[config.mk]
export PLATFORM = sky130hd
export DESIGN_NAME = drive_safety_interlock
export DESIGN_NICKNAME = d
export VERILOG_FILES = /design/src/logic/drive_safety_pkg.sv /design/src/logic/drive_safety_interlock.sv
export SDC_FILE = /design/constraint.sdc
export NUM_CORES = 1
export LEC_CHECK = 0
export BUFFER_PORTS_ARGS = -buffer_cell sky130_fd_sc_hd__buf_2
export CAP_MARGIN = 15
export CORE_AREA = 4 4 127 178
export CTS_CLUSTER_DIAMETER = 50
export CTS_CLUSTER_SIZE = 30
export DETAILED_ROUTE_END_ITERATION = 10
export DIE_AREA = 0 0 131 182
export PLACE_DENSITY_LB_ADDON = 0.15
export SLEW_MARGIN = 10
export SYNTH_ARGS = -nofsm -noshare
export SYNTH_HDL_FRONTEND = slang
export SYNTH_SLANG_ARGS = --single-unit
[constraint.sdc]
create_clock -name pclk -period 2.55 [get_ports pclk]
set_input_delay 0.255 -clock pclk [delete_from_list [all_inputs] [get_ports pclk]]
set_output_delay 0.255 -clock pclk [all_outputs]
set_load 0.05 [all_outputs]
[src/logic/drive_safety_pkg.sv]
package drive_safety_pkg;

  // ==========================================================
  // Timing
  // ==========================================================
  localparam int unsigned CLK_HZ = 200_000_000;
  localparam int unsigned WC_PERIOD_MS = 100;
  localparam int unsigned WC_PULSE_US = 500;
  localparam int unsigned BRAKE_PULL_MS = 200;
  // Cycle counts derived from the times and the clock rate
  localparam int unsigned WC_PERIOD_CYCLES = WC_PERIOD_MS * (CLK_HZ / 1000);
  localparam int unsigned WC_PULSE_CYCLES = WC_PULSE_US * (CLK_HZ / 1_000_000);
  localparam int unsigned BRAKE_PULL_CYCLES = BRAKE_PULL_MS * (CLK_HZ / 1000);
  localparam logic [1:0] WC_MISS_LIMIT = 2'h3;
  localparam int unsigned THROTTLE_QUARTER_SHIFT = 2;

  // ==========================================================
  // Register map (byte addresses)
  // ==========================================================
  localparam logic [11:0] OFS_CONFIG = 12'h000;
  localparam logic [11:0] OFS_BRAKE_HOLD = 12'h004;
  localparam logic [11:0] OFS_PUSH_MAX = 12'h008;
  localparam logic [11:0] OFS_THROTTLE_MAX = 12'h00C;
  localparam logic [11:0] OFS_STATUS = 12'h010;
  localparam logic [11:0] OFS_FAULT = 12'h014;

  localparam logic [9:0] RST_CONFIG = 10'h000;
  localparam logic [7:0] RST_BRAKE_HOLD = 8'hFF;
  localparam logic [7:0] RST_PUSH_MAX = 8'h20;
  localparam logic [7:0] RST_THROTTLE_MAX = 8'hFF;

  // Emergency reverse input modes
  localparam logic [1:0] EMR_TYPE_NO = 2'h0;
  localparam logic [1:0] EMR_TYPE_NC = 2'h1;
  localparam logic [1:0] EMR_TYPE_COMP = 2'h2;

  // ==========================================================
  // Carriers
  // ==========================================================
  // Config register, bit 0 is interlock_from_switch
  typedef struct packed {
    logic mode_momentary;
    logic wc_los_enable;
    logic driver2_high_side;
    logic aux_type_wiring;
    logic driver2_aux;
    logic sro_enable;
    logic [1:0] emr_type;
    logic push_enable;
    logic interlock_from_switch;
  } cfg_t;

  // Sticky fault register, bit 0 is hpd
  typedef struct packed {
    logic sro_inhibit;
    logic param_mismatch;
    logic wiring;
    logic redundancy;
    logic high_pedal_sequence_fault;
  } faults_t;

  typedef struct packed {
    logic keyswitch;
    logic interlock_sw;
    logic forward;
    logic reverse;
    logic push;
    logic emr_no;
    logic emr_nc;
    logic mode;
  } switches_t;

  typedef struct packed {
    logic drive_enable;
    logic drive_reverse;
    logic rapid_brake;
    logic speed_limit;
    logic wake_request;
    logic limited_operating_strategy;
  } drive_out_t;

  typedef enum logic [5:0] {
    ST_REST = 6'h01,
    ST_ARMED = 6'h02,
    ST_DRIVE = 6'h04,
    ST_PUSH = 6'h08,
    ST_EMR_BRAKE = 6'h10,
    ST_EMR_DRIVE = 6'h20
  } drive_state_t;

endpackage

[src/logic/drive_safety_interlock.sv]
`timescale 1ns/100ps

// Operation
// - No start until direction and throttle given
// - Inactive interlock means rest, no driving
// - Interlock on with direction/throttle: sequencing fault
// - Config picks keyswitch or switch interlock
// - Push switch releases electromagnetic brake
// - Driving inhibited until push switch off
// - Push needs enable, key, stopped, brake engaged
// - Pushed too fast: wake and limit speed
// - Emergency reverse brakes, then drives opposite
// - Config picks NO, NC or complementary sensing
// - Complementary equal states raise redundancy fault
// - NO on, NC off means reverse active
// - Reverse active at key-on inhibits driving
// - Pulse driver 2; three misses: wiring fault
// - Check without high-side driver 2: mismatch
// - Check runs only with NO and aux type
// - Config chooses limited strategy for wiring fault
// - Brake coil drops to holding level after release
// - Mode switch on selects mode 2
// - Momentary mode switch drives its indicator
module drive_safety_interlock
  import drive_safety_pkg::*;
#(
  parameter int unsigned WC_PERIOD = WC_PERIOD_CYCLES,
  parameter int unsigned WC_PULSE = WC_PULSE_CYCLES,
  parameter int unsigned BRAKE_PULL = BRAKE_PULL_CYCLES
) (
  input wire logic pclk,
  input wire logic presetn,
  input wire logic psel,
  input wire logic penable,
  input wire logic pwrite,
  input wire logic [11:0] paddr,
  input wire logic [31:0] pwdata,
  output logic [31:0] prdata,
  output logic pready,
  output logic pslverr,
  input wire switches_t sw_pins,
  input wire logic [7:0] throttle,
  input wire logic [7:0] vehicle_speed,
  output drive_out_t drive_out,
  output logic [7:0] brake_duty,
  output logic driver2_on,
  output logic mode2_select,
  output logic mode_indicator
);

  // ==========================================================
  // Parameter checks
  // ==========================================================
  // The pulse must end inside the period or no sample is ever taken
  // The pin is seen two cycles late, so short pulses would miss
  if (WC_PULSE < 3 || WC_PULSE + 2 >= WC_PERIOD || BRAKE_PULL == 0) begin : g_bad_timing
    $error("drive_safety_interlock: illegal timing parameters");
  end

  // ==========================================================
  // State
  // ==========================================================
  typedef struct packed {
    switches_t sw_meta;
    switches_t sw;
    logic interlock_prev;
    logic key_prev;
    drive_state_t state;
    cfg_t cfg;
    logic [7:0] hold_level;
    logic [7:0] push_max;
    logic [7:0] throttle_max;
    faults_t faults;
    logic hpd_lock;
    logic sro_lock;
    logic last_reverse;
    logic [31:0] wc_timer;
    logic [1:0] wc_misses;
    logic [31:0] brake_timer;
    logic [31:0] rdata;
  } core_t;

  // Registered state and its next copy
  core_t r;
  core_t next_r;

  // Decoded conditions and cycle events
  logic interlock;
  logic dir_on;
  logic throttle_applied;
  logic throttle_high;
  logic stopped;
  logic emr_active;
  logic emr_pair_bad;
  logic wc_config;
  logic wc_run;
  logic wc_mask;
  logic wc_sample;
  logic push_ok;
  logic runaway;
  logic drive_block;
  logic brake_released;
  logic wr_en;
  logic rd_setup;
  logic addr_ok;
  faults_t fault_set;
  faults_t fault_clr;

  // ==========================================================
  // Decoded conditions
  // ==========================================================
  // Interlock source chosen by configuration
  assign interlock = r.cfg.interlock_from_switch ? r.sw.interlock_sw : r.sw.keyswitch;
  // Either direction switch selects one
  assign dir_on = r.sw.forward | r.sw.reverse;
  // Any nonzero throttle is applied
  assign throttle_applied = (throttle != 8'h00);
  // Compare throttle x4 against the maximum, i.e. a 25% threshold without a divider
  assign throttle_high = ({throttle, 2'b00} >= {2'b00, r.throttle_max});
  // Only zero speed counts as stopped
  assign stopped = (vehicle_speed == 8'h00);

  // Emergency reverse sensing per input mode
  always_comb begin
    emr_active = 1'b0;
    emr_pair_bad = 1'b0;
    unique case (r.cfg.emr_type)
      // Check pulses echo here and are no request
      EMR_TYPE_NO: emr_active = r.sw.emr_no & ~wc_mask;
      EMR_TYPE_NC: emr_active = ~r.sw.emr_nc;
      EMR_TYPE_COMP: begin
        emr_active = r.sw.emr_no & ~r.sw.emr_nc;
        emr_pair_bad = (r.sw.emr_no == r.sw.emr_nc);
      end
      // Reserved code: no reverse is ever sensed
      default: emr_active = 1'b0;
    endcase
  end

  // Wiring check only with NO sensing and driver 2 as the check's aux driver
  assign wc_config = (r.cfg.emr_type == EMR_TYPE_NO) & r.cfg.driver2_aux
                     & r.cfg.aux_type_wiring;
  // A low-side driver 2 cannot source the check current, so it never runs
  assign wc_run = wc_config & r.cfg.driver2_high_side;
  // Echo lasts two sync cycles past the pulse; a real request waits
  assign wc_mask = wc_run & (r.wc_timer < 32'(WC_PULSE + 2));
  // NO input judged in the last pulse cycle
  assign wc_sample = wc_run & (r.wc_timer == 32'(WC_PULSE - 1));

  // Push honoured only from rest with the brake still engaged
  assign brake_released = (r.state == ST_DRIVE) | (r.state == ST_EMR_DRIVE)
                          | (r.state == ST_PUSH);
  assign push_ok = r.cfg.push_enable & r.sw.push & r.sw.keyswitch & stopped
                   & ~brake_released;
  // Runaway while pushing or while switched off
  assign runaway = (vehicle_speed > r.push_max)
                   & ((r.state == ST_PUSH) | ~r.sw.keyswitch);
  // Anything that stops a normal start from rest
  assign drive_block = r.hpd_lock | r.sro_lock | r.sw.push
                       | (r.faults.wiring & ~r.cfg.wc_los_enable)
                       | r.faults.param_mismatch | emr_pair_bad;

  // APB decode
  assign wr_en = psel & penable & pwrite;
  // Reads are decoded in the setup phase
  assign rd_setup = psel & ~penable & ~pwrite;
  always_comb begin
    unique case (paddr)
      OFS_CONFIG, OFS_BRAKE_HOLD, OFS_PUSH_MAX, OFS_THROTTLE_MAX,
      OFS_STATUS, OFS_FAULT: addr_ok = 1'b1;
      default: addr_ok = 1'b0;
    endcase
  end

  // Fault event sources
  always_comb begin
    fault_set = '0;
    fault_set.high_pedal_sequence_fault = interlock & ~r.interlock_prev
                                          & (dir_on | throttle_high);
    // Raised each cycle the contacts agree
    fault_set.redundancy = emr_pair_bad;
    fault_set.wiring = wc_sample & ~r.sw.emr_no & (r.wc_misses == WC_MISS_LIMIT - 2'h1);
    fault_set.param_mismatch = wc_config & ~r.cfg.driver2_high_side;
    fault_set.sro_inhibit = r.cfg.sro_enable & r.sw.keyswitch & ~r.key_prev
                            & emr_active;
    // Only the fault register takes clears
    fault_clr = (wr_en && paddr == OFS_FAULT) ? faults_t'(pwdata[4:0]) : '0;
  end

  // ==========================================================
  // Next-state logic
  // ==========================================================
  always_comb begin
    next_r = r;
    // Two-stage synchronisers for every switch pin
    next_r.sw_meta = sw_pins;
    next_r.sw = r.sw_meta;
    // Previous levels give the rising edges
    next_r.interlock_prev = interlock;
    next_r.key_prev = r.sw.keyswitch;

    // Sticky faults, write one to clear; a new event beats the clear
    next_r.faults = (r.faults & ~fault_clr) | fault_set;

    // Sequencing lock holds until the interlock is released
    if (fault_set.high_pedal_sequence_fault) begin
      next_r.hpd_lock = 1'b1;
    end else if (~interlock) begin
      next_r.hpd_lock = 1'b0;
    end
    // Reverse-at-key-on lock holds until key off
    if (fault_set.sro_inhibit) begin
      next_r.sro_lock = 1'b1;
    end else if (~r.sw.keyswitch) begin
      next_r.sro_lock = 1'b0;
    end

    // Drive permission sequencer
    unique case (r.state)
      ST_REST: begin
        // Reverse seen at key-on is refused in that same cycle
        if (emr_active & r.sw.keyswitch & ~r.sro_lock & ~fault_set.sro_inhibit) begin
          next_r.state = ST_EMR_BRAKE;
        end else if (push_ok) begin
          next_r.state = ST_PUSH;
        end else if (interlock & ~drive_block & ~fault_set.high_pedal_sequence_fault
                     & ~fault_set.sro_inhibit) begin
          next_r.state = ST_ARMED;
        end
      end
      ST_ARMED: begin
        // Start needs direction and throttle
        if (emr_active & ~r.sro_lock) begin
          next_r.state = ST_EMR_BRAKE;
        end else if (~interlock | drive_block) begin
          next_r.state = ST_REST;
        end else if (dir_on & throttle_applied) begin
          next_r.state = ST_DRIVE;
          next_r.last_reverse = r.sw.reverse;
        end
      end
      ST_DRIVE: begin
        // Direction kept for the reverse run
        if (emr_active & ~r.sro_lock) begin
          next_r.state = ST_EMR_BRAKE;
        end else if (~interlock | drive_block) begin
          next_r.state = ST_REST;
        end else if (dir_on) begin
          next_r.last_reverse = r.sw.reverse;
        end
      end
      ST_PUSH: begin
        // Leave only once the switch is off, so the brake can re-engage
        if (~r.sw.push) begin
          next_r.state = ST_REST;
        end
      end
      ST_EMR_BRAKE: begin
        // Rapid braking until stopped
        if (stopped) begin
          next_r.state = ST_EMR_DRIVE;
        end
      end
      ST_EMR_DRIVE: begin
        // Sequence ends on release; a fresh start from rest is then needed
        if (~emr_active) begin
          next_r.state = ST_REST;
        end
      end
      default: next_r.state = ST_REST;
    endcase

    // Wiring check pulse timer and miss counter
    if (~wc_run) begin
      next_r.wc_timer = '0;
      next_r.wc_misses = '0;
    end else begin
      next_r.wc_timer = (r.wc_timer == 32'(WC_PERIOD - 1)) ? 32'h0000_0000
                        : r.wc_timer + 32'h0000_0001;
      // Misses run in a row; a good one restarts
      if (wc_sample) begin
        if (r.sw.emr_no) begin
          next_r.wc_misses = '0;
        end else if (r.wc_misses != WC_MISS_LIMIT) begin
          next_r.wc_misses = r.wc_misses + 2'h1;
        end
      end
    end

    // Brake pull-in timer, held at zero while the brake is engaged and restarted each time it releases
    // It stops at the count so the hold level stands
    if (~brake_released) begin
      next_r.brake_timer = '0;
    end else if (r.brake_timer != 32'(BRAKE_PULL)) begin
      next_r.brake_timer = r.brake_timer + 32'h0000_0001;
    end

    // Register writes
    // STATUS and FAULT take no plain writes
    if (wr_en) begin
      unique case (paddr)
        OFS_CONFIG: next_r.cfg = cfg_t'(pwdata[9:0]);
        OFS_BRAKE_HOLD: next_r.hold_level = pwdata[7:0];
        OFS_PUSH_MAX: next_r.push_max = pwdata[7:0];
        OFS_THROTTLE_MAX: next_r.throttle_max = pwdata[7:0];
        default: next_r.cfg = r.cfg;
      endcase
    end

    // Read data latched in the setup phase so it leaves a flip-flop
    if (rd_setup) begin
      unique case (paddr)
        OFS_CONFIG: next_r.rdata = {22'h0, r.cfg};
        OFS_BRAKE_HOLD: next_r.rdata = {24'h0, r.hold_level};
        OFS_PUSH_MAX: next_r.rdata = {24'h0, r.push_max};
        OFS_THROTTLE_MAX: next_r.rdata = {24'h0, r.throttle_max};
        OFS_STATUS: next_r.rdata = {16'h0, r.sw, r.wc_misses, r.state};
        OFS_FAULT: next_r.rdata = {27'h0, r.faults};
        default: next_r.rdata = 32'h0000_0000;
      endcase
    end
  end

  // ==========================================================
  // State register
  // ==========================================================
  always_ff @(posedge pclk or negedge presetn) begin
    if (!presetn) begin
      // Constants only; config restarts at defaults
      r <= '{sw_meta: '0, sw: '0, interlock_prev: 1'b0, key_prev: 1'b0,
             state: ST_REST, cfg: cfg_t'(RST_CONFIG), hold_level: RST_BRAKE_HOLD,
             push_max: RST_PUSH_MAX, throttle_max: RST_THROTTLE_MAX,
             faults: '0, hpd_lock: 1'b0, sro_lock: 1'b0, last_reverse: 1'b0,
             wc_timer: '0, wc_misses: '0, brake_timer: '0, rdata: '0};
    end else begin
      r <= next_r;
    end
  end

  // ==========================================================
  // Outputs
  // ==========================================================
  // Zero-wait slave; unmapped addresses answer with an error
  assign pready = 1'b1;
  assign pslverr = psel & penable & ~addr_ok;
  // Read data comes straight from a flop
  assign prdata = r.rdata;

  // Drive command; reverse sequence runs against the last travel direction
  always_comb begin
    drive_out = '0;
    drive_out.drive_enable = (r.state == ST_DRIVE) | (r.state == ST_EMR_DRIVE);
    drive_out.drive_reverse = (r.state == ST_EMR_DRIVE) ? ~r.last_reverse
                              : r.last_reverse;
    drive_out.rapid_brake = (r.state == ST_EMR_BRAKE);
    // Limited strategy only when chosen
    drive_out.limited_operating_strategy = r.faults.wiring & r.cfg.wc_los_enable;
    drive_out.speed_limit = runaway | drive_out.limited_operating_strategy;
    drive_out.wake_request = runaway;
  end

  // Full coil drive to pull in, then the holding level to limit heating
  assign brake_duty = ~brake_released ? 8'h00
                      : (r.brake_timer == 32'(BRAKE_PULL)) ? r.hold_level : 8'hFF;
  // Pulse at the start of each period
  assign driver2_on = wc_run & (r.wc_timer < 32'(WC_PULSE));
  // An unconnected switch reads off, which selects mode 1
  assign mode2_select = r.sw.mode;
  // Dark unless set up as momentary
  assign mode_indicator = r.cfg.mode_momentary & r.sw.mode;

endmodule

After elaboration in Yosys (flattened, before gate mapping)
Cells that the tools add are included.
Widths: inputs -> output; s select.
{"block": "word_totals", "ff_bits": 164, "input_bits": 73, "out_inout_bits": 51, "wordCells": 210}
{"block": "classes", "n_addsub": 3, "n_lt_le_gt_ge": 4, "n_eq_ne": 37, "mux": 39, "bitwise": 70, "n_reduce_logical": 14}
{"op": "$mux 32", "count": 3}
{"op": "$pmux 16 s6", "count": 1}
{"op": "$mux 6", "count": 11}
{"op": "$add 32x1->32 const B", "count": 2}
{"op": "$lt 32x17->1 const B", "count": 2}
{"op": "$and 1x1->1", "count": 37}
{"op": "$pmux 6 s6", "count": 1}
{"op": "$mux 34", "count": 1}
{"op": "$eq 32x17->1 const B", "count": 1}
{"op": "$eq 32x25->1 const B", "count": 1}
{"op": "$eq 32x26->1 const B", "count": 1}
{"op": "$ne 32x26->1 const B", "count": 1}
{"op": "$eq 12x4->1 const B", "count": 2}
{"op": "$eq 12x5->1 const B", "count": 2}
{"op": "$ne 2x2->1 const B", "count": 9}
{"op": "$not 1->1", "count": 18}
{"op": "$mux 8", "count": 2}
{"op": "$mux 1", "count": 14}
{"op": "$eq 12x3->1 const B", "count": 1}
{"op": "$logic_not 12->1", "count": 1}
{"op": "$or 1x1->1", "count": 12}
{"op": "$ge 10x8->1", "count": 1}
{"op": "$ne 2x1->1 const B", "count": 5}
{"op": "$reduce_and 2->1", "count": 5}
{"op": "other kinds (29)", "count": 33}

Logic depth before layout (Yosys ltp)
Gate-level depths: netlist of the first run.
{"block": "depth", "word_depth": 15, "depth_mapped": 9, "mapped_depth_nobuf": 9}

Worst setup path after synthesis of the first run
Ideal clock, no wire load.
{"block": "synth_timing", "kind": "register to output", "from": "register r[143] in the netlist's numbering", "to": "output brake_duty[0]", "arrival_time_ps": 3322, "setup_slack_ps": -1027, "stages_incl_launch_ff": 7, "path_buffers": 1, "cell_sequence": "dfrtp_1 -> nor4_1 -> nand2_1 -> o21ai_0 -> nor2_1 -> clkbuf_1 -> nor2_1"}
{"item": "from (decl)", "line": "drive_safety_interlock.sv:84", "text": "core_t r;"}
{"item": "from (signal assigned)", "line": "drive_safety_interlock.sv:330", "text": "r <= '{sw_meta: '0, sw: '0, interlock_prev: 1'b0, key_prev: 1'b0,"}
{"item": "from (signal assigned)", "line": "drive_safety_interlock.sv:336", "text": "r <= next_r;"}
{"item": "to (decl)", "line": "drive_safety_interlock.sv:45", "text": "output logic [7:0] brake_duty,"}

==> results.toml, run 1 <==
[status]
status = "complete, but fails checks"
failed_checks = "setup timing"

[global_route]
grt_util_all_layers = 0.187
antenna_found_initial = 2
grt_pass1_vias = 6355
grt_pass1_wl_mm = 34.5
grt-ovfl-total = 0
grt_max_degree = 56

[place]
post_dp_cell_area_um2 = 8720
place_worst_setup_slack_ns = 0.105
gp_congestion = 0.847
hpwlAfterDp_mm = 16.0
port_buffers = 84

[cts]
clkTransAtPathRegs_ns = 0.06
clkSinkCount = 148
clk_path_buf_depth = 2
numCtsBuffers = 17
clock_latency_ns = 0.42
cts-root-buf = "clkbuf_16"
cts_tree = "built"
htree_levels = 4

[setup_path]
startpoint_type = "flop"
cp_data_arrival_time_ns = 2.36
crit_chain = "inv_2, ha_4, nor2b_1, o21a_1, o21a_1, o21a_1, o21bai_1, a221oi_2, or2_4, buf_8"
reg2reg_slack_ns = 0.24
worstReg2RegEnd = "r[141]"
slowest_delay_ns = 0.38
crit_slowest_cell = "dfrtp_1"
cp_common_cell = "o21a_1"
cp_max_fo = 2
worst-r2r-cell-count = 9
worstPathRequired_ns = 2.30
path_class = "reg2out"
endpoint_kind = "output port"
timing.rr.start = "r[96]"

[power]
pwr-share-comb = 0.149
power_switching_mw = 1.73
ir_drop_uv = 502
clkPwrFrac = 0.434
swShare = 0.290
p_per_area_nw_per_um2 = 615
p_int_mw = 4.23
pwr-share-seq = 0.417
p_leak_nw = 4.30

[sta]
timing.setup.tns_ns = -0.0622
fin_worst_hold_slack_ns = 0.0691
layout_setup_ws_ns = -0.0622
grt_setup_unrepaired = "yes"
layout_worst_path_cycle_share = 1.02
min_period_ns = 2.61
maxSlewViolCount = 0
skew_ns = 0.00925
setup_viol = 1
finalHoldViolCount = 0
slew_headroom = 0.409
fmax_mhz = 383
tightest_slew_ns = 0.882

[finish]
syn2layout_area_growth_pct = 23.1
fin_util = 0.461
design_area_um2 = 9700
fillers = 2058
layout-drive-gt1-share = 0.271
antenna_cells = 0
fin_nets = 1014

[synthesis]
yosysMostFrequentCell = "dfrtp_1"
syn_area_per_cell_um2 = 9.64
yosys_most_used_dff = "dfrtp_1"
netlist_top_cells_area = "dfrtp_1 (41%), dfstp_2 (6.0%), nor2_1 (5.3%)"
ys_warn_count = 0
yosysSeqAreaShare = 0.473
ys_seq_elements = 148
synth_area_leader_cell = "dfrtp_1"
synth_edf_count = 0
synthArstFlopShare = 1.00
yosysUniqueCellTypes = 68
synth_top_area_frac = 0.413
netlist_area_um2 = 7880
netlist_instances = 817
synthTopCellsByCount = "dfrtp_1 (130), nor2_1 (112), nand2_1 (81)"

[floorplanning]
die-area_um2 = 23800
fp.dieW_um = 131
start_util = 0.374
dieHeight_um = 182
core-area_um2 = 21000
ios = 124
row_count = 63

[drt]
drc = 0
vias = 6204
wl_met1_mm = 8.85
topRoutingLayerUsed = "met5"
wl_mm = 21.5
drtPass1Iterations = 5
drt-wirelength-per-cell_um = 18.0
wl_met3_um = 589
drt-initial-drc-count = 297
postRouteAntennaNets = 0
vias_per_cell = 5.19
route.met2.wl_mm = 11.3

[worst_hold_path]
holdPathStages = 2
holdPathEnd = "r[139]"
worstHoldStart = "pwdata[9]"
hold_class = "in2reg"

[run]
maxCapViolCount = 0
## state kept, by name, summed over array words and instances, names as in the netlist
| name | flops |
|---|---|
| prdata | 16 |
| mode2_select | 1 |
| next_r | 9 |
| r | 122 |
## logic make-up (layout without fill, tap and decap cells)
group                    Yosys count  count (layout)  synth area share
adder cells (fa/ha/maj)           19              19            0.0302
XOR/XNOR                          57              57            0.0634
multiplexers                      32              32            0.0446
AND/OR/NAND/NOR                  355             356             0.231
other                              2              17          0.000953
flip-flops                       148             148             0.473
buffers and inverters             88             190            0.0605
AO/OA/AOI/OAI                    116             116            0.0961
## placed cells by master, fill, tap and decap left out, types with 8 or more instances in the layout
master         instances
conb_1                17
nor3b_1                8
mux2_2                21
nand2_1               80
clkbuf_16             17
xnor2_1               30
dfstp_2               18
buf_4                 34
o21ai_0               33
dlygate4sd3_1          9
nor2_4                14
mux2i_1               10
nor2b_1                8
xor2_1                27
nor3_1                18
nor2_1                95
a221oi_1              10
nand4_1               14
nand3_1               39
or3_1                 10
inv_1                 26
ha_1                  17
dfrtp_1              126
a21oi_1               24
buf_2                 72
nor4_1                 9
## metrics by stage
step / std cells / power [mW]
3_5_place_dp: 1152 / 3.36
5_1_grt: 1195 / 6.22
4_1_cts: 1194 / 6.00
6_report: 1195 / 5.96
3_3_place_gp: 1152 / 3.36
2_1_floorplan: 832 / 3.09
## power by group through the flow
stage | registers, mW | logic, mW | clock network [mW]
floorplan | 2.50 | 0.587 | 0
global placement | 2.52 | 0.837 | 0
detailed placement | 2.52 | 0.836 | 0
CTS | 2.48 | 0.860 | 2.66
global route | 2.50 | 0.963 | 2.76
finish | 2.49 | 0.886 | 2.59
## critical path: cells and delay by family, from the launching register on
family,cells,cell delay (ns)
flip-flops,1,0.38
AND/OR/NAND/NOR,2,0.37
buffers and inverters,2,0.23
AO/OA/AOI/OAI,5,0.77
adder cells (fa/ha/maj),1,0.19
## layout make-up
cell class	instances	area [um^2]	share of cell area
sequential	148	3730	0.385
clock buffer	18	439	0.0453
tap	260	325	0.0336
timing repair buffer	129	902	0.0930
clock inverter	14	170	0.0176
inverter	29	109	0.0112
multi-input combinational	597	4020	0.415
## how the worst max path moves through the flow
| stage | depth (start not counted) | startpoint | to |
|---|---|---|---|
| after CTS | 10 | r[115] | drive_out[2] |
| after floorplan | 4 | r[132] | driver2_on |
| after global placement | 11 | vehicle_speed[1] | drive_out[2] |
| after detailed placement | 11 | vehicle_speed[1] | drive_out[2] |
| after global routing | 10 | r[115] | drive_out[2] |
| final | 10 | r[115] | drive_out[2] |
## timing repair
| action | 4_1_cts | 5_1_grt |
|---|---|---|
| gates cloned | 1 | 0 |
| hold buffers | 9 | 0 |
| pin swaps | 4 | 10 |
| setup endpoints to repair | 11 | 12 |
| gates resized for setup | 29 | 41 |
| hold endpoints to repair | 58 | 0 |
| buffers inserted | 1 | 2 |
## metal layers
metal,vias to the layer above,track usage
met5,-,0
met4,4,0.0766
met3,34,0.0324
met2,109,0.325
met1,3036,0.226
li1,3021,-
No activity file was read; power rests on OpenSTA's default activity.
==> run 2, diff against run 1 <==
--- a/config.mk
+++ b/config.mk
@@ -7,13 +7,14 @@
 export LEC_CHECK = 0
 export BUFFER_PORTS_ARGS = -buffer_cell sky130_fd_sc_hd__buf_2
 export CAP_MARGIN = 15
-export CORE_AREA = 4 4 127 178
+export CORE_AREA = 2 2 125 176
 export CTS_CLUSTER_DIAMETER = 50
 export CTS_CLUSTER_SIZE = 30
 export DETAILED_ROUTE_END_ITERATION = 10
-export DIE_AREA = 0 0 131 182
+export DIE_AREA = 0 0 127 178
 export PLACE_DENSITY_LB_ADDON = 0.15
 export SLEW_MARGIN = 10
 export SYNTH_ARGS = -nofsm -noshare
 export SYNTH_HDL_FRONTEND = slang
 export SYNTH_SLANG_ARGS = --single-unit
+export TNS_END_PERCENT = 20
==> run 2 against run 1 <==
- the flow still finishes with violations (setup timing)
- final area down 0.41%
- register-to-register slack worse by 0.03 ns
- maximum frequency decreased by 0.46%
- clock power is 3% higher
- flip-flop and latch count did not move
- non-clock buffer count rose by 4
- global-route usage increased by 0.96 points
- hold slack got worse by 0.0046 ns
- via count barely moved
- total power rose by 1.2%
- routed wire length shrank 1.0%
- critical endpoint unchanged
- largest cell class unchanged
==> results.toml, run 2 (synthesis results as in run 1) <==
[floorplanning]
die-area_um2 = 22600
row_count = 63
fp.dieW_um = 127
dieHeight_um = 178
core-area_um2 = 21000
start_util = 0.376
ios = 124

[setup_path]
crit_slowest_cell = "dfrtp_1"
endpoint_kind = "output port"
path_class = "reg2out"
crit_chain = "inv_2, ha_4, nor2b_4, o21a_1, o21a_1, o21a_1, o21bai_1, a221oi_2, or2_4, buf_8"
worstPathRequired_ns = 2.30
slowest_delay_ns = 0.40
startpoint_type = "flop"
timing.rr.start = "r[108]"
cp_common_cell = "o21a_1"
crit_start = "r[115]"
cp_data_arrival_time_ns = 2.37
cp_max_fo = 2

[sta]
setup_viol = 2
timing.setup.tns_ns = -0.0771
min_period_ns = 2.62
fin_worst_hold_slack_ns = 0.0645
slew_headroom = 0.377
fmax_mhz = 381
maxSlewViolCount = 0
grt_setup_unrepaired = "yes"
skew_ns = 0.0136
layout_setup_ws_ns = -0.0742
layout_worst_path_cycle_share = 1.03
finalHoldViolCount = 0
tightest_slew_ns = 0.931

[cts]
cts_tree = "built"
clk_path_buf_depth = 2
cts-root-buf = "clkbuf_16"
clkTransAtPathRegs_ns = 0.06
clkSinkCount = 148
htree_levels = 4
numCtsBuffers = 17
clock_latency_ns = 0.44

[drt]
wl_mm = 21.3
postRouteAntennaNets = 0
vias_per_cell = 5.17
drc = 0
vias = 6206
drtPass1Iterations = 5
drt-wirelength-per-cell_um = 17.7
drt-initial-drc-count = 377

[power]
swShare = 0.288
p_leak_nw = 4.30
pwr-share-seq = 0.414
ir_drop_uv = 487
clkPwrFrac = 0.441
p_per_area_nw_per_um2 = 625
pwr-share-comb = 0.145
p_int_mw = 4.29
power_switching_mw = 1.74

[finish]
fin_nets = 1018
largest_register_ffs = 122
design_area_um2 = 9660
mostFrequentLayoutCell = "dfrtp_1"
syn2layout_area_growth_pct = 22.6
fin_util = 0.460
largest-register = "r"
final_cell_mix = "dfrtp_1 (129), nor2_1 (95), nand2_1 (80)"
layout-drive-gt1-share = 0.267

[global_route]
grt_pass1_wl_mm = 34.1
grt-ovfl-total = 0
grt_max_degree = 57
grt_util_all_layers = 0.197
grt_pass1_vias = 6222
antenna_found_initial = 3

[place]
post_dp_cell_area_um2 = 8730
port_buffers = 84
gp_congestion = 0.860
hpwlAfterDp_mm = 16.0

[status]
status = "complete, but fails checks"
failed_checks = "setup timing"

[worst_hold_path]
hold_class = "in2reg"
worstHoldStart = "pwdata[8]"

[run]
maxCapViolCount = 0
[run 2: metal layers]
| metal | global-route usage | share of wire | wire length, um | up-vias |
|---|---|---|---|---|
| li1 | - | - | - | 3032 |
| met1 | 0.236 | 0.42 | 8960 | 3025 |
| met2 | 0.351 | 0.53 | 11200 | 113 |
| met3 | 0.0414 | 0.032 | 684 | 32 |
| met4 | 0.0678 | 0.020 | 435 | 4 |
| met5 | 0 | 0.00099 | 21 | - |
[run 2: through the flow]
stage	worst slack [ns]	cells	power, mW
2_1_floorplan	0.0156	832	3.09
3_3_place_gp	0.166	1154	3.36
3_5_place_dp	0.127	1154	3.36
4_1_cts	-0.119	1198	6.08
5_1_grt	-0.183	1199	6.31
6_report	-0.0742	1200	6.03
[run 2: timing repair]
item / CTS / global route
pin swaps: 5 / 4
setup endpoints to repair: 11 / 11
cloned: 1 / 0
resized for setup: 27 / 19
endpoints found under the hold margin: 57 / 0
buffers inserted: 2 / 1
hold buffers: 9 / 0
[run 2: critical path, delay by kind of cell (launching register included)]
family	cells	cell delay [ns]
DFF	1	0.40
AOI/OAI and AO/OA	5	0.72
adders and majority gates	1	0.20
buffers and inverters	2	0.25
and+or+nand+nor	2	0.36
[run 2: path summary, 6_finish.rpt]
check / cells after the start / to / slack [ns]
max: 10 / drive_out[2] / -0.07
min: 2 / r[138] / 0.06
max reg2reg: 9 / r[140] / 0.21
min reg2reg: 0 / r[151] / 0.35
max in group asynchronous: 3 / r[140] / 1.47
min in group asynchronous: 2 / r[48] / 0.35
[run 2: power groups by stage]
| stage | Clock (mW) | Sequential, mW | Combinational [mW] |
|---|---|---|---|
| 6_report | 2.66 | 2.50 | 0.873 |
| 2_1_floorplan | 0 | 2.50 | 0.587 |
| 5_1_grt | 2.86 | 2.51 | 0.949 |
| 4_1_cts | 2.74 | 2.49 | 0.857 |
| 3_5_place_dp | 0 | 2.53 | 0.831 |
| 3_3_place_gp | 0 | 2.53 | 0.831 |
[run 2: area by class of cell]
type,instances,area (um^2)
tap,260,325
sequential,148,3730
clock buffer,17,425
inverter,29,109
multi-input combinational,597,3990
fill,2017,11300
antenna,1,2.50
clock inverter,15,196
timing repair buffer,133,883
==> run 3, diff against run 2 <==
--- a/config.mk
+++ b/config.mk
@@ -5,13 +5,14 @@
 export SDC_FILE = /design/constraint.sdc
 export NUM_CORES = 1
 export LEC_CHECK = 0
+export ABC_AREA = 1
 export BUFFER_PORTS_ARGS = -buffer_cell sky130_fd_sc_hd__buf_2
 export CAP_MARGIN = 15
-export CORE_AREA = 2 2 125 176
+export CORE_AREA = 2 2 128 179
 export CTS_CLUSTER_DIAMETER = 50
 export CTS_CLUSTER_SIZE = 30
 export DETAILED_ROUTE_END_ITERATION = 10
-export DIE_AREA = 0 0 127 178
+export DIE_AREA = 0 0 130 181
 export PLACE_DENSITY_LB_ADDON = 0.15
 export SLEW_MARGIN = 10
 export SYNTH_ARGS = -nofsm -noshare
==> run 3 against run 2 <==
- the flow now finishes without violations
- flip-flop and latch count did not move
- non-clock buffer count fell by 22
- core utilization fell by 2.0 points
==> results.toml, run 3 <==
[status]
status = "complete, no violations"

[synthesis]
netlist_top_cells_area = "dfrtp_1 (40%), nand2_1 (8.1%), inv_1 (7.0%)"
synthArstFlopShare = 1.00
ys_warn_count = 0
netlist_area_um2 = 8200
synth_area_leader_cell = "dfrtp_1"
yosysSeqAreaShare = 0.454
yosysUniqueCellTypes = 50
synthTopCellsByCount = "nand2_1 (177), inv_1 (152), dfrtp_1 (130)"
yosys_most_used_dff = "dfrtp_1"
ys_seq_elements = 148
syn_area_per_cell_um2 = 7.90
yosysMostFrequentCell = "nand2_1"
synth_edf_count = 0
synth_top_area_frac = 0.397
netlist_instances = 1038

[setup_path]
crit_family = "simple AND/OR/NAND/NOR gates"
crit_chain = "nor2_1, inv_1, nor2_2, nand3_2, nand2_2, nor2_4, buf_4, a21oi_1, buf_2"
worstPathRequired_ns = 2.30
cp_max_fo = 7
crit_slowest_cell = "dfrtp_1"
endpoint_kind = "output port"
cp_data_arrival_time_ns = 2.14
slowest_delay_ns = 0.45
path_buf_inv = 3
path_class = "reg2out"
startpoint_type = "flop"

[floorplanning]
fp.dieW_um = 130
die-area_um2 = 23500
ios = 124
start_util = 0.375
dieHeight_um = 181
row_count = 64
core-area_um2 = 21900

[power]
power_mw = 5.61
ir_drop_uv = 468
p_leak_nw = 4.36
p_per_area_nw_per_um2 = 582

[sta]
slew_headroom = 0.513
grt_setup_unrepaired = "no"
maxSlewViolCount = 0
tightest_slew_ns = 0.730
fin_worst_hold_slack_ns = 0.0836
layout_setup_ws_ns = 0.156
layout_worst_path_cycle_share = 0.939
min_period_ns = 2.39
setup_viol = 0
fmax_mhz = 418
skew_ns = 0.00935
finalHoldViolCount = 0

[finish]
multi_input_area_um2 = 3630
final_cell_mix = "nand2_1 (176), inv_1 (152), dfrtp_1 (130)"
layout-drive-gt1-share = 0.178
regArea_um2 = 3730
final_cell_count_no_fill = 1443
largest_register_ffs = 122
syn2layout_area_growth_pct = 17.5
fin_nets = 1225
mostFrequentLayoutCell = "nand2_1"
fillers = 2262
largest-register = "r"
antenna_cells = 0

[cts]
numCtsBuffers = 17
clk_path_buf_depth = 2
cts_tree = "built"
htree_levels = 4
cts-root-buf = "clkbuf_16"
clkSinkCount = 148
clkTransAtPathRegs_ns = 0.06
clock_latency_ns = 0.44

[global_route]
antenna_found_initial = 0
grt_pass1_vias = 6867
grt_max_degree = 62
grt_util_all_layers = 0.191
grt_pass1_wl_mm = 35.1
grt-ovfl-total = 0

[worst_hold_path]
hold_class = "in2reg"

[drt]
wl_mm = 21.7
vias_per_cell = 4.86
drt-initial-drc-count = 439
drt-wirelength-per-cell_um = 15.0
postRouteAntennaNets = 0
vias = 7010
drc = 0
drtPass1Iterations = 5

[place]
post-place-cells = 1401
port_buffers = 84
gp_congestion = 0.876
place_worst_setup_slack_ns = 0.123
hpwlAfterDp_mm = 16.7

[run]
maxCapViolCount = 0
==> run 3: changes by cell type after synthesis, sizes merged, moves of 21 or more <==
cell / delta
xnor2: -27
nand2: +109
mux2: -22
inv: +128
nor3: +28
a21oi: +30
xor2: -21
o21ai: +72
==> run 3: path summary, 6_finish.rpt <==
kind                                  to  slack [ns]  cells past startpoint   startpoint
setup / recovery           brake_duty[3]        0.16                      9       r[142]
hold / removal                    r[139]        0.08                      3    pwdata[9]
setup reg to reg                  r[141]        0.26                     14        r[74]
hold reg to reg             mode2_select        0.35                      0  next_r[148]
max in group asynchronous         r[140]        1.45                      3      presetn
min in group asynchronous          r[77]        0.37                      2      presetn
==> run 3: metal layers <==
metal	part of all wire	vias to the layer above	GRT usage
met3	0.035	31	0.0370
li1	-	3581	-
met2	0.52	160	0.341
met1	0.42	3238	0.223
met5	0	-	0
met4	0.031	0	0.0757
==> run 3: worst reg2reg max path: cells and delay by family, from the launching register on <==
kind / cells / cell delay [ns]
AO/OA/AOI/OAI: 3 / 0.61
buffers and inverters: 2 / 0.27
AND/OR/NAND/NOR: 9 / 0.87
flip-flops: 1 / 0.43
==> run 3: timing repair <==
item                       CTS  global route
resized for setup            5             9
pin swaps                    0             1
setup endpoints to repair    8             8
hold endpoints to repair    66             0
setup buffers                0             1
hold buffers                 9             0
==> run 3: metrics by stage <==
stage / util / setup TNS (ns) / cell area, um^2
2_1_floorplan: - / -1.41 / 8260
3_3_place_gp: 0.406 / 0 / 8890
3_5_place_dp: 0.406 / 0 / 8890
4_1_cts: 0.439 / 0 / 9600
5_1_grt: 0.441 / 0 / 9640
6_report: 0.441 / 0 / 9640
==> run 3: cell families after synthesis <==
| group | count (synthesis) | share of synthesized area |
|---|---|---|
| and+or+nand+nor | 457 | 0.266 |
| buffers and inverters | 210 | 0.112 |
| AOI/OAI and AO/OA | 192 | 0.126 |
| DFF | 148 | 0.454 |
| adders and majority gates | 19 | 0.0290 |
| xor gates and xnor gates | 9 | 0.00961 |
| other | 2 | 0.000916 |
| muxes | 1 | 0.00122 |
==> run 3: final cells by class <==
| type | instances | area share |
|---|---|---|
| Sequential cell | 148 | 0.387 |
| Multi-Input combinational cell | 695 | 0.377 |
| Timing Repair Buffer | 111 | 0.0722 |
| Inverter | 160 | 0.0623 |
| Clock buffer | 18 | 0.0445 |
| Tap cell | 297 | 0.0386 |
| Clock inverter | 14 | 0.0187 |
==> run 3: power by group <==
group,internal (mW),leakage [nW],total [mW],switching (mW)
sequential,2.40,1.92,2.43,0.0286
combinational,0.168,2.15,0.576,0.409
clock,1.55,0.285,2.60,1.05
total,4.11,4.36,5.61,1.49
